`config.mk`:
```
export PLATFORM = sky130hd
export DESIGN_NAME = serial_expansion_port
export DESIGN_NICKNAME = d
export VERILOG_FILES = /design/src/serial_expansion_port.v /design/src/shift_word_reg.v
export VERILOG_INCLUDE_DIRS = /design/src
export SDC_FILE = /design/constraint.sdc
export NUM_CORES = 1
export LEC_CHECK = 0
export ABC_AREA = 1
export BUFFER_PORTS_ARGS = -buffer_cell sky130_fd_sc_hd__buf_2
export CORE_UTILIZATION = 52
export DETAILED_ROUTE_END_ITERATION = 8
export PLACE_DENSITY = 0.77
export SYNTH_ARGS = -nofsm -noshare
export SYNTH_HDL_FRONTEND = slang
export SYNTH_HIERARCHICAL = 1
export SYNTH_SLANG_ARGS = --single-unit
```
`constraint.sdc`:
```
create_clock -name sys_clk -period 1.5 [get_ports sys_clk]
set_input_delay 0.3 -clock sys_clk [delete_from_list [all_inputs] [get_ports sys_clk]]
set_output_delay 0.3 -clock sys_clk [all_outputs]
set_load 0.05 [all_outputs]
```
`src/serial_expansion_port_map.vh`:
```
/*
  constants for the serial expansion port: control bit positions, reset
  values, rate selections and timing counts.
  assumes a 10 MHz system clock; included by bare name.
*/
`ifndef SERIAL_EXPANSION_PORT_MAP_VH
`define SERIAL_EXPANSION_PORT_MAP_VH

// control word bit positions
`define CTL_RATE_LO 0
`define CTL_RATE_HI 1
`define CTL_CPHA 2
`define CTL_CPOL 3
`define CTL_MSTR 4
`define CTL_BIT_ORDER 5
`define CTL_SEE 6
`define CTL_MODE 7
`define CTL_RESET 8'h07

// rate selections (system clock divided by 2, 4 or 16)
`define RATE_DIV2 2'h1
`define RATE_DIV4 2'h2
`define RATE_DIV16 2'h3

// half shift-clock periods in system clocks for each rate
`define HALF_DIV2 4'h1
`define HALF_DIV4 4'h2
`define HALF_DIV16 4'h8

`define BITS_PER_WORD 4'h8
`define LAST_BIT 3'h7

`endif

```
`src/serial_expansion_port.v`:
```
/*
  serial_expansion_port: full-duplex 8-bit synchronous serial port with
  master and slave roles, programmable polarity, phase and bit order,
  and write-collision, slave overflow and mode-fault detection.
  assumes pins arrive asynchronous to sys_clk (10 MHz) and are synchronised
  here; pad enables are active low (oe_n low = driving).
*/
`timescale 1ns/1ps
`default_nettype none
`include "serial_expansion_port_map.vh"
module serial_expansion_port
(
  // clock and reset
  input wire sys_clk,
  input wire rst_n,
  // control word and mode selects
  input wire [7:0] expansion_control_reg,
  input wire dma_mode,
  input wire [2:0] open_drain_sel,
  // data register access
  input wire data_wr,
  input wire [7:0] data_wr_val,
  input wire data_rd,
  output wire [7:0] expansion_data_reg,
  // status and flag clearing
  input wire status_clr,
  output reg xfer_end_ff,
  output reg rx_done_ff,
  output reg tx_done_ff,
  output reg wr_collision_ff,
  output reg overflow_ff,
  output reg mode_fault_ff,
  output reg busy_ff,
  output wire master_active,
  output wire rx_dma_req,
  output wire tx_dma_req,
  // serial_shift_clock pin
  input wire sclk_in,
  output reg sclk_out_ff,
  output wire sclk_oe_n,
  // data pins
  input wire mosi_in,
  output wire mosi_out,
  output wire mosi_oe_n,
  input wire miso_in,
  output wire miso_out,
  output wire miso_oe_n,
  // slave select pin
  input wire ss_n_in
);

  localparam ST_IDLE = 2'h0;
  localparam ST_LEAD = 2'h1;
  localparam ST_RUN = 2'h2;
  localparam ST_DONE = 2'h3;

  // control decode
  wire [1:0] rate_sel = expansion_control_reg[`CTL_RATE_HI:`CTL_RATE_LO];
  wire cpha = expansion_control_reg[`CTL_CPHA];
  wire cpol = expansion_control_reg[`CTL_CPOL];
  wire master_sel = expansion_control_reg[`CTL_MSTR];
  wire bit_order_select = expansion_control_reg[`CTL_BIT_ORDER];
  wire port_enable = expansion_control_reg[`CTL_SEE];
  wire fault_detect_off = expansion_control_reg[`CTL_MODE];

  reg [1:0] state_ff;
  reg [1:0] nxt_state;
  reg [3:0] div_ff;
  reg [3:0] nxt_div;
  reg [3:0] edge_cnt_ff;
  reg [3:0] nxt_edge_cnt;
  reg [7:0] sh_ff;
  reg [7:0] nxt_sh;
  reg out_bit_ff;
  reg nxt_out_bit;
  reg nxt_sclk;
  reg sync_sclk_a_ff;
  reg sync_sclk_b_ff;
  reg sclk_prev_ff;
  reg sync_ss_a_ff;
  reg sync_ss_b_ff;
  reg sync_mosi_a_ff;
  reg sync_mosi_b_ff;
  reg sync_miso_a_ff;
  reg sync_miso_b_ff;
  reg slave_selected_ff;
  reg [3:0] slv_cnt_ff;
  reg [3:0] nxt_slv_cnt;
  reg rx_load;
  reg [1:0] smp_dly_ff;
  wire [7:0] word_q;

  // picks the outgoing bit of a word for a given bit index and order
  function pick_bit;
    input [7:0] w;
    input [2:0] idx;
    input lsb_first;
    begin
      if (lsb_first)
        pick_bit = w[idx];
      else
        pick_bit = w[`LAST_BIT - idx];
    end
  endfunction

  // inserts one received bit at the end that fits the bit order
  function [7:0] shift_in;
    input [7:0] w;
    input b;
    input lsb_first;
    begin
      if (lsb_first)
        shift_in = {b, w[7:1]};
      else
        shift_in = {w[6:0], b};
    end
  endfunction

  // half-period of the shift clock in system clocks
  function [3:0] half_period;
    input [1:0] sel;
    begin
      case (sel)
        `RATE_DIV2: half_period = `HALF_DIV2;
        `RATE_DIV4: half_period = `HALF_DIV4;
        `RATE_DIV16: half_period = `HALF_DIV16;
        default: half_period = `HALF_DIV2;
      endcase
    end
  endfunction

  // two-flop synchronisers for all pin inputs; the first stage feeds only the second
  always @(posedge sys_clk)
  begin
    if (!rst_n)
    begin
      sync_sclk_a_ff <= 1'b0;
      sync_sclk_b_ff <= 1'b0;
      sync_ss_a_ff <= 1'b1;
      sync_ss_b_ff <= 1'b1;
      sync_mosi_a_ff <= 1'b0;
      sync_mosi_b_ff <= 1'b0;
      sync_miso_a_ff <= 1'b0;
      sync_miso_b_ff <= 1'b0;
    end
    else
    begin
      sync_sclk_a_ff <= sclk_in;
      sync_sclk_b_ff <= sync_sclk_a_ff;
      sync_ss_a_ff <= ss_n_in;
      sync_ss_b_ff <= sync_ss_a_ff;
      sync_mosi_a_ff <= mosi_in;
      sync_mosi_b_ff <= sync_mosi_a_ff;
      sync_miso_a_ff <= miso_in;
      sync_miso_b_ff <= sync_miso_a_ff;
    end
  end

  wire ss_low = ~sync_ss_b_ff;
  // mode fault: master, detection enabled, select pulled low
  wire fault_now = port_enable & master_sel & ~fault_detect_off & ss_low;
  assign master_active = port_enable & master_sel & ~mode_fault_ff;
  wire slave_active = port_enable & ~master_sel;

  // slave edge detection on the synchronised clock
  wire sclk_rise = sync_sclk_b_ff & ~sclk_prev_ff;
  wire sclk_fall = ~sync_sclk_b_ff & sclk_prev_ff;
  // leading edge is rise for cpol 0, fall for cpol 1
  wire lead_edge = cpol ? sclk_fall : sclk_rise;
  wire trail_edge = cpol ? sclk_rise : sclk_fall;
  // phase 0 samples on leading edge, phase 1 on trailing
  wire slv_sample = slave_selected_ff & (cpha ? trail_edge : lead_edge);
  wire slv_shift = slave_selected_ff & (cpha ? lead_edge : trail_edge);
  wire slv_bit_in = sync_mosi_b_ff;
  wire mst_bit_in = sync_miso_b_ff;

  // a data write while a byte is moving collides and is not stored
  wire collide = data_wr & (busy_ff | (slave_active & ~cpha & ss_low));
  wire write_ok = data_wr & ~collide;
  wire mst_start = write_ok & master_active & (state_ff == ST_IDLE);
  wire half_tick = (div_ff == 4'h1);

  // master sequencer: lead-in half period, then 16 clock edges
  always @*
  begin
    nxt_state = state_ff;
    nxt_div = div_ff;
    nxt_edge_cnt = edge_cnt_ff;
    nxt_sclk = sclk_out_ff;
    rx_load = 1'b0;
    case (state_ff)
      ST_IDLE:
      begin
        nxt_sclk = cpol; // idle level follows polarity
        nxt_edge_cnt = 4'h0;
        if (mst_start)
        begin
          nxt_state = ST_LEAD; // phase 0 first bit now valid
          nxt_div = half_period(rate_sel);
        end
      end
      ST_LEAD:
      begin
        nxt_div = div_ff - 4'h1;
        if (half_tick)
        begin
          nxt_state = ST_RUN;
          nxt_sclk = ~sclk_out_ff;
          nxt_div = half_period(rate_sel);
        end
      end
      ST_RUN:
      begin
        nxt_div = div_ff - 4'h1;
        if (half_tick)
        begin
          nxt_div = half_period(rate_sel);
          nxt_edge_cnt = edge_cnt_ff + 4'h1;
          if (edge_cnt_ff == 4'hf)
          begin
            nxt_state = ST_DONE; // a half period after the sixteenth edge closes the frame
            nxt_sclk = cpol;
          end
          else
            nxt_sclk = ~sclk_out_ff;
        end
      end
      ST_DONE:
      begin
        rx_load = 1'b1;
        nxt_state = ST_IDLE;
      end
      default:
        nxt_state = ST_IDLE;
    endcase
    // fault or disable aborts at once
    if (!master_active)
    begin
      nxt_state = ST_IDLE;
      nxt_sclk = cpol;
      rx_load = 1'b0;
    end
    // slave completes its word on the eighth sample edge
    if (slave_active && slv_sample && slv_cnt_ff == `BITS_PER_WORD - 4'h1)
      rx_load = 1'b1;
  end

  // master edge decode: the lead-in ends with edge 1 and run count k makes edge k+2,
  // so odd k are leading edges and even k trailing ones; k=15 only closes the frame
  wire mst_first_edge = (state_ff == ST_LEAD) & half_tick;
  wire mst_edge = (state_ff == ST_RUN) & half_tick;
  wire mst_sample = (mst_first_edge & ~cpha) | (mst_edge & (edge_cnt_ff[0] != cpha) & (edge_cnt_ff != 4'hf));
  wire mst_shift = mst_edge & (edge_cnt_ff[0] == cpha) & (edge_cnt_ff[3:1] != `LAST_BIT);
  wire [2:0] mst_idx = edge_cnt_ff[3:1] + 3'h1;

  // shift/sample datapath for both roles
  always @*
  begin
    nxt_sh = sh_ff;
    nxt_out_bit = out_bit_ff;
    nxt_slv_cnt = slv_cnt_ff;
    if (mst_start)
    begin
      nxt_sh = 8'h00;
      // phase 1 keeps the old bit until the first clock edge
      if (!cpha)
        nxt_out_bit = pick_bit(data_wr_val, 3'h0, bit_order_select);
    end
    else if (master_active)
    begin
      if (smp_dly_ff[1])
        nxt_sh = shift_in(sh_ff, mst_bit_in, bit_order_select);
      if (mst_first_edge && cpha)
        nxt_out_bit = pick_bit(word_q, 3'h0, bit_order_select);
      else if (mst_shift)
        nxt_out_bit = pick_bit(word_q, mst_idx, bit_order_select);
    end
    else if (slave_active)
    begin
      if (!slave_selected_ff)
      begin
        nxt_slv_cnt = 4'h0;
        nxt_out_bit = pick_bit(word_q, 3'h0, bit_order_select);
      end
      else
      begin
        if (slv_sample)
        begin
          nxt_sh = shift_in(sh_ff, slv_bit_in, bit_order_select);
          nxt_slv_cnt = (slv_cnt_ff == `BITS_PER_WORD - 4'h1) ? 4'h0 : slv_cnt_ff + 4'h1;
        end
        if (slv_shift && slv_cnt_ff != 4'h0)
          nxt_out_bit = pick_bit(word_q, slv_cnt_ff[2:0], bit_order_select);
        else if (cpha && slv_shift)
          nxt_out_bit = pick_bit(word_q, 3'h0, bit_order_select);
      end
    end
  end

  // sequencer and datapath registers
  always @(posedge sys_clk)
  begin
    if (!rst_n)
    begin
      state_ff <= ST_IDLE;
      div_ff <= 4'h0;
      edge_cnt_ff <= 4'h0;
      sclk_out_ff <= 1'b0;
      sh_ff <= 8'h00;
      out_bit_ff <= 1'b0;
      slv_cnt_ff <= 4'h0;
      sclk_prev_ff <= 1'b0;
      slave_selected_ff <= 1'b0;
      smp_dly_ff <= 2'h0;
    end
    else
    begin
      state_ff <= nxt_state;
      div_ff <= nxt_div;
      edge_cnt_ff <= nxt_edge_cnt;
      sclk_out_ff <= nxt_sclk;
      sh_ff <= nxt_sh;
      out_bit_ff <= nxt_out_bit;
      slv_cnt_ff <= nxt_slv_cnt;
      sclk_prev_ff <= sync_sclk_b_ff;
      slave_selected_ff <= slave_active & ss_low;
      // miso reaches the sampler two synchroniser flops late, so the strobe waits as long
      smp_dly_ff <= {smp_dly_ff[0], mst_sample};
    end
  end

  // at the fastest rate with phase 1 the last delayed master sample lands in the done cycle
  wire [7:0] rx_word = (state_ff == ST_DONE) ? nxt_sh : shift_in(sh_ff, slv_bit_in, bit_order_select);

  // data word storage
  shift_word_reg u_word
  (
    .sys_clk(sys_clk),
    .rst_n(rst_n),
    .wr_en(write_ok),
    .wr_data(data_wr_val),
    .rx_load(rx_load),
    .rx_data(rx_word),
    .word_ff(word_q)
  );
  assign expansion_data_reg = word_q;

  // flags: hardware set wins over a clear in the same cycle
  always @(posedge sys_clk)
  begin
    if (!rst_n)
    begin
      xfer_end_ff <= 1'b0;
      rx_done_ff <= 1'b0;
      tx_done_ff <= 1'b0;
      wr_collision_ff <= 1'b0;
      overflow_ff <= 1'b0;
      mode_fault_ff <= 1'b0;
      busy_ff <= 1'b0;
    end
    else
    begin
      busy_ff <= (nxt_state != ST_IDLE) | (slave_active & ss_low & (nxt_slv_cnt != 4'h0));
      if (rx_load && !dma_mode)
        xfer_end_ff <= 1'b1;
      else if (status_clr || data_rd || data_wr)
        xfer_end_ff <= 1'b0;
      if (rx_load && dma_mode)
        rx_done_ff <= 1'b1;
      else if (status_clr || data_rd)
        rx_done_ff <= 1'b0;
      if (rx_load && dma_mode)
        tx_done_ff <= 1'b1;
      else if (status_clr || data_wr)
        tx_done_ff <= 1'b0;
      if (collide)
        wr_collision_ff <= 1'b1;
      else if (status_clr)
        wr_collision_ff <= 1'b0;
      if (rx_load && slave_active && (xfer_end_ff || rx_done_ff))
        overflow_ff <= 1'b1;
      else if (status_clr)
        overflow_ff <= 1'b0;
      if (fault_now)
        mode_fault_ff <= 1'b1;
      else if (status_clr)
        mode_fault_ff <= 1'b0;
    end
  end

  // dma requests follow the completion flags only in dma mode
  assign rx_dma_req = dma_mode & rx_done_ff;
  assign tx_dma_req = dma_mode & tx_done_ff;

  // pad drive: open-drain pins only pull low, releasing for a one
  wire drive_master = master_active & ~fault_now;
  wire drive_miso = slave_selected_ff;
  assign sclk_oe_n = ~(drive_master & (~open_drain_sel[0] | ~sclk_out_ff));
  assign mosi_out = out_bit_ff;
  assign mosi_oe_n = ~(drive_master & (~open_drain_sel[2] | ~out_bit_ff));
  assign miso_out = out_bit_ff;
  assign miso_oe_n = ~(drive_miso & (~open_drain_sel[1] | ~out_bit_ff));

endmodule // serial_expansion_port
`default_nettype wire

```
`src/shift_word_reg.v`:
```
/*
  shift_word_reg: the 8-bit data word that is both the transmit source and
  the receive destination; read data come out of a register.
  assumes one clock domain, synchronous active-low reset.
*/
`timescale 1ns/1ps
`default_nettype none
module shift_word_reg
(
  // clock and reset
  input wire sys_clk,
  input wire rst_n,
  // software write
  input wire wr_en,
  input wire [7:0] wr_data,
  // end-of-transfer load of received bits
  input wire rx_load,
  input wire [7:0] rx_data,
  // stored word
  output reg [7:0] word_ff
);

  // received data replace the word; a software write in the same cycle
  // is a collision and is dropped by the caller
  always @(posedge sys_clk)
  begin
    if (!rst_n)
      word_ff <= 8'h00;
    else if (rx_load)
      word_ff <= rx_data;
    else if (wr_en)
      word_ff <= wr_data;
  end

endmodule // shift_word_reg
`default_nettype wire

```
==> results.sh <==
export IMPL_timing_final_max_slew_violations=0
export IMPL_violations="negative setup slack"
export IMPL_global_route_wire_length_before_repair_um=17400
export IMPL_regToRegStartpoint="sync_sclk_b_ff"
export IMPL_cp_endpoint="u_word/word_ff[3]"
export IMPL_synth_top_cells_by_area="sky130_fd_sc_hd__dfxtp_1, sky130_fd_sc_hd__nand2_1, sky130_fd_sc_hd__nand3_1, sky130_fd_sc_hd__inv_1, sky130_fd_sc_hd__a21oi_1"
export IMPL_syn_area_per_cell_um2=6.36
export IMPL_max_clock_path_buffers=2
export IMPL_routabilityCongestion=0.893
export IMPL_worst_r2r_cell_count=12
export IMPL_synth_top_family_by_area="simple AND/OR/NAND/NOR gates"
export IMPL_die_area_um2=6900
export IMPL_wl_um=12600
export IMPL_violation_count_after_the_first_detailed_route_iteration=459
export IMPL_synth_compound_gate_area_share_pct=16.3
export IMPL_path_common_cell="sky130_fd_sc_hd__nand3_4"
export IMPL_powerDensity_nw_per_um2=599
export IMPL_htree_levels=2
export IMPL_dpl_cell_count=725
export IMPL_min_delay_path_class="input port to flip-flop"
export IMPL_yosys_area_top_type_share_pct=29.9
export IMPL_nets=714
export IMPL_chip_width_um=83.1
export IMPL_final_layout_size_suffix_gt1_share_pct=37.8
export IMPL_netlist_cell_type_count=35
export IMPL_grt_start_max_net_pins=19
export IMPL_cts_reportedPaths_clkPinSlew_ps=100
export IMPL_pnr_worst_setup_slack_ps=-305
export IMPL_vias_per_cell=5.91
export IMPL_clock_root_buffer="sky130_fd_sc_hd__clkbuf_8"
export IMPL_min_period_ps=1800
export IMPL_finalNonFillerCells=751
export IMPL_synthMuxAreaShare_pct=0
export IMPL_cts_sinks=51
export IMPL_core_footprint_um2=6350
export IMPL_p_leak_nw=2.44
export IMPL_timing_critical_path_slowest_cell_delay_ps=390
export IMPL_timing_final_crit_share_pct=120
export IMPL_yosysSeqAreaShare_pct=29.9
export IMPL_timing_critical_path_depth=12
export IMPL_synth_xor_area_share_pct=1.03
export IMPL_top_level_ports=53
export IMPL_status="finished with violations"
export IMPL_mappedNetlistNets=578
export IMPL_rsz0062_at_grt="yes"
export IMPL_setup_viol=27
export IMPL_reg2reg_setup_slack_ps=-300
export IMPL_worstPathBufferInverterCount=5
export IMPL_vias=4437
export IMPL_clock_skew_ps=8.13
export IMPL_cp_slowest_cell="sky130_fd_sc_hd__dfxtp_4"
export IMPL_netlist_top_cell_by_area="sky130_fd_sc_hd__dfxtp_1"
export IMPL_arrival_ps=2030
export IMPL_grt_overflow=0
export IMPL_row_count=29
export IMPL_timing_max_cap_violations=0
export IMPL_clk_insertion_delay_late_ps=320
export IMPL_crit_required_ps=1730
export IMPL_ir_worst_vdd_v=0.000448
export IMPL_cpLargestDelayFamily="simple AND/OR/NAND/NOR gates"
export IMPL_worst_setup_sp="sync_sclk_b_ff"
export IMPL_ys_warn_count=6
export IMPL_rr_endpoint="u_word/word_ff[3]"
export IMPL_netlist_area_um2=3420
export IMPL_detail_route_first_pass_iterations=6
export IMPL_tritoncts="yes"
export IMPL_worstSetupStartpointType="flip-flop"
export IMPL_port_buffer_count=52
export IMPL_final_hold_violation_count=0
export IMPL_max_clock_freq_mhz=554
export IMPL_first_global_vias=3822
export IMPL_grt_antenna_before_repair=0
export IMPL_fin_util_pct=79.2
export IMPL_synth_simple_gate_area_share_pct=36.2
export IMPL_fin_hold_ws_ps=166
export IMPL_dp_slack_ps=-282
export IMPL_die_h_um=83.1
export IMPL_dp_hpwl_um=7390
export IMPL_tightest_slew_ps=424
export IMPL_synth_seq_cells=51
export IMPL_detail_route_antenna_nets=0
export IMPL_areaGrowthSynthToFinish_pct=47.2
export IMPL_postPlaceCellArea_um2=4360
export IMPL_worst_slew_margin_rel_pct=71.4
export IMPL_cp_capture_type="flip-flop"
export IMPL_cts_hold_buf=0
export IMPL_antennaDiodeCount=0
export IMPL_fin_area_um2=5030
export IMPL_wire_length_per_cell_um=16.8
export IMPL_detail_route_drc_violations=0
export IMPL_crit_path_cell_trace="inv_4 -> nand3_4 -> nand3_4 -> nand3_4 -> buf_12 -> o22ai_4 -> buf_12 -> inv_4 -> nand3_1 -> nand3_1 -> nand2_1 -> inv_1"
export IMPL_criticalPathCategory="flip-flop to flip-flop"
export IMPL_globalRouteTotalUtil_pct=30.7
export IMPL_largest_fanout_on_the_critical_path=8
export IMPL_cts_made_buffers=5
export IMPL_floorplan_initialDensity_pct=53.8
export IMPL_synth_cells=537
export IMPL_synth_fa_ha_area_share_pct=4.40
export IMPL_fin_setup_tns_ps=-3530
export IMPL_report_power_total_mw=3.01
## placed cells by master (no fill, tap or decap), drive strengths merged
cell type / n
a21oi: 34
a2bb2oi: 2
a31oi: 1
and2: 3
buf: 146
clkbuf: 9
clkinv: 2
clkinvlp: 1
dfxtp: 51
ha: 12
inv: 79
nand2: 141
nand3: 69
nand3b: 1
nand4: 10
nor2: 44
nor3: 3
o2111ai: 3
o211ai: 9
o21ai: 45
o22ai: 2
o32ai: 1
or2: 2
xnor2: 1
xor2: 3
## where the power goes
part | switching (mW) | internal (mW) | leakage, nW
logic | 0.426 | 0.256 | 1.97
clock network | 0.473 | 0.420 | 0.0505
registers | 0.0464 | 1.39 | 0.421
## cell type report
cell class                 count  area, µm²
multi-input combinational    386       2350
fill                         398       1320
timing repair buffer         148       1120
sequential                    51       1040
inverter                      81        317
clock buffer                   7       96.3
tap                           77       96.3
clock inverter                 1       7.51
## sequential cells by signal, summed over array words and instances, names as in the netlist, 2 cells and up
register and flops:
state_ff 2, edge_cnt_ff 4, div_ff 4, slv_cnt_ff 4
smp_dly_ff 2, u_word/word_ff 8, sh_ff 8
## how the worst min path moves through the flow
stage | start | endpoint | slack, ps | cells past startpoint
2_1_floorplan | sync_sclk_a_ff | sync_sclk_b_ff | 390 | 2
3_3_place_gp | sync_miso_a_ff | mst_bit_in | 390 | 2
3_5_place_dp | sync_ss_a_ff | sync_ss_b_ff | 400 | 1
4_1_cts | sclk_in | sync_sclk_a_ff | 170 | 3
5_1_grt | sclk_in | sync_sclk_a_ff | 160 | 3
6_report | sclk_in | sync_sclk_a_ff | 170 | 3
## cells by family (layout without fill, tap and decap cells)
| kind of cell | after synthesis | in the layout |
|---|---|---|
| AND/OR/NAND/NOR | 273 | 273 |
| AO/OA/AOI/OAI | 97 | 97 |
| XOR/XNOR | 4 | 4 |
| flip-flops | 51 | 51 |
| adder cells (fa/ha/maj) | 12 | 12 |
| buffers and inverters | 100 | 237 |
## synthesized netlist by cell type
cell type / n
sky130_fd_sc_hd__a21oi_1: 34
sky130_fd_sc_hd__a2bb2oi_1: 2
sky130_fd_sc_hd__a31oi_1: 1
sky130_fd_sc_hd__and2_4: 3
sky130_fd_sc_hd__buf_2: 5
sky130_fd_sc_hd__buf_4: 6
sky130_fd_sc_hd__buf_6: 2
sky130_fd_sc_hd__clkbuf_1: 6
sky130_fd_sc_hd__clkinv_1: 1
sky130_fd_sc_hd__dfxtp_1: 51
sky130_fd_sc_hd__ha_1: 12
sky130_fd_sc_hd__inv_1: 75
sky130_fd_sc_hd__inv_2: 5
sky130_fd_sc_hd__nand2_1: 141
sky130_fd_sc_hd__nand3_1: 66
sky130_fd_sc_hd__nand3_2: 3
sky130_fd_sc_hd__nand3b_1: 1
sky130_fd_sc_hd__nand4_1: 9
sky130_fd_sc_hd__nand4_4: 1
sky130_fd_sc_hd__nor2_1: 39
sky130_fd_sc_hd__nor2_2: 1
sky130_fd_sc_hd__nor2_4: 3
sky130_fd_sc_hd__nor2_8: 1
sky130_fd_sc_hd__nor3_1: 3
sky130_fd_sc_hd__o2111ai_1: 3
sky130_fd_sc_hd__o211ai_1: 9
sky130_fd_sc_hd__o21ai_0: 30
sky130_fd_sc_hd__o21ai_1: 11
sky130_fd_sc_hd__o21ai_2: 4
sky130_fd_sc_hd__o22ai_1: 1
sky130_fd_sc_hd__o22ai_2: 1
sky130_fd_sc_hd__o32ai_1: 1
sky130_fd_sc_hd__or2_2: 2
sky130_fd_sc_hd__xnor2_1: 1
sky130_fd_sc_hd__xor2_1: 3
## repair_timing
item | in CTS | in global routing
setup buffers | 10 | 9
endpoints found under the setup margin | 17 | 36
pin swaps | 3 | 32
resized for setup | 24 | 82
cloned | 1 | 2
endpoints found under the hold margin | 0 | 0
## tightest hold or removal path: stages
cell                      delay (ps)
sky130_fd_sc_hd__buf_2            80
sky130_fd_sc_hd__nand2_1          40
sky130_fd_sc_hd__inv_1            40
## routing by layer
| layer | vias up | global-route usage (%) | wire length [µm] |
|---|---|---|---|
| li1 | 2025 | - | - |
| met1 | 2032 | 39.9 | 4770 |
| met2 | 311 | 51.9 | 6070 |
| met3 | 69 | 4.57 | 1170 |
| met4 | 0 | 10.3 | 576 |
| met5 | - | 0 | 0 |
(Power assumes the default switching activity.)
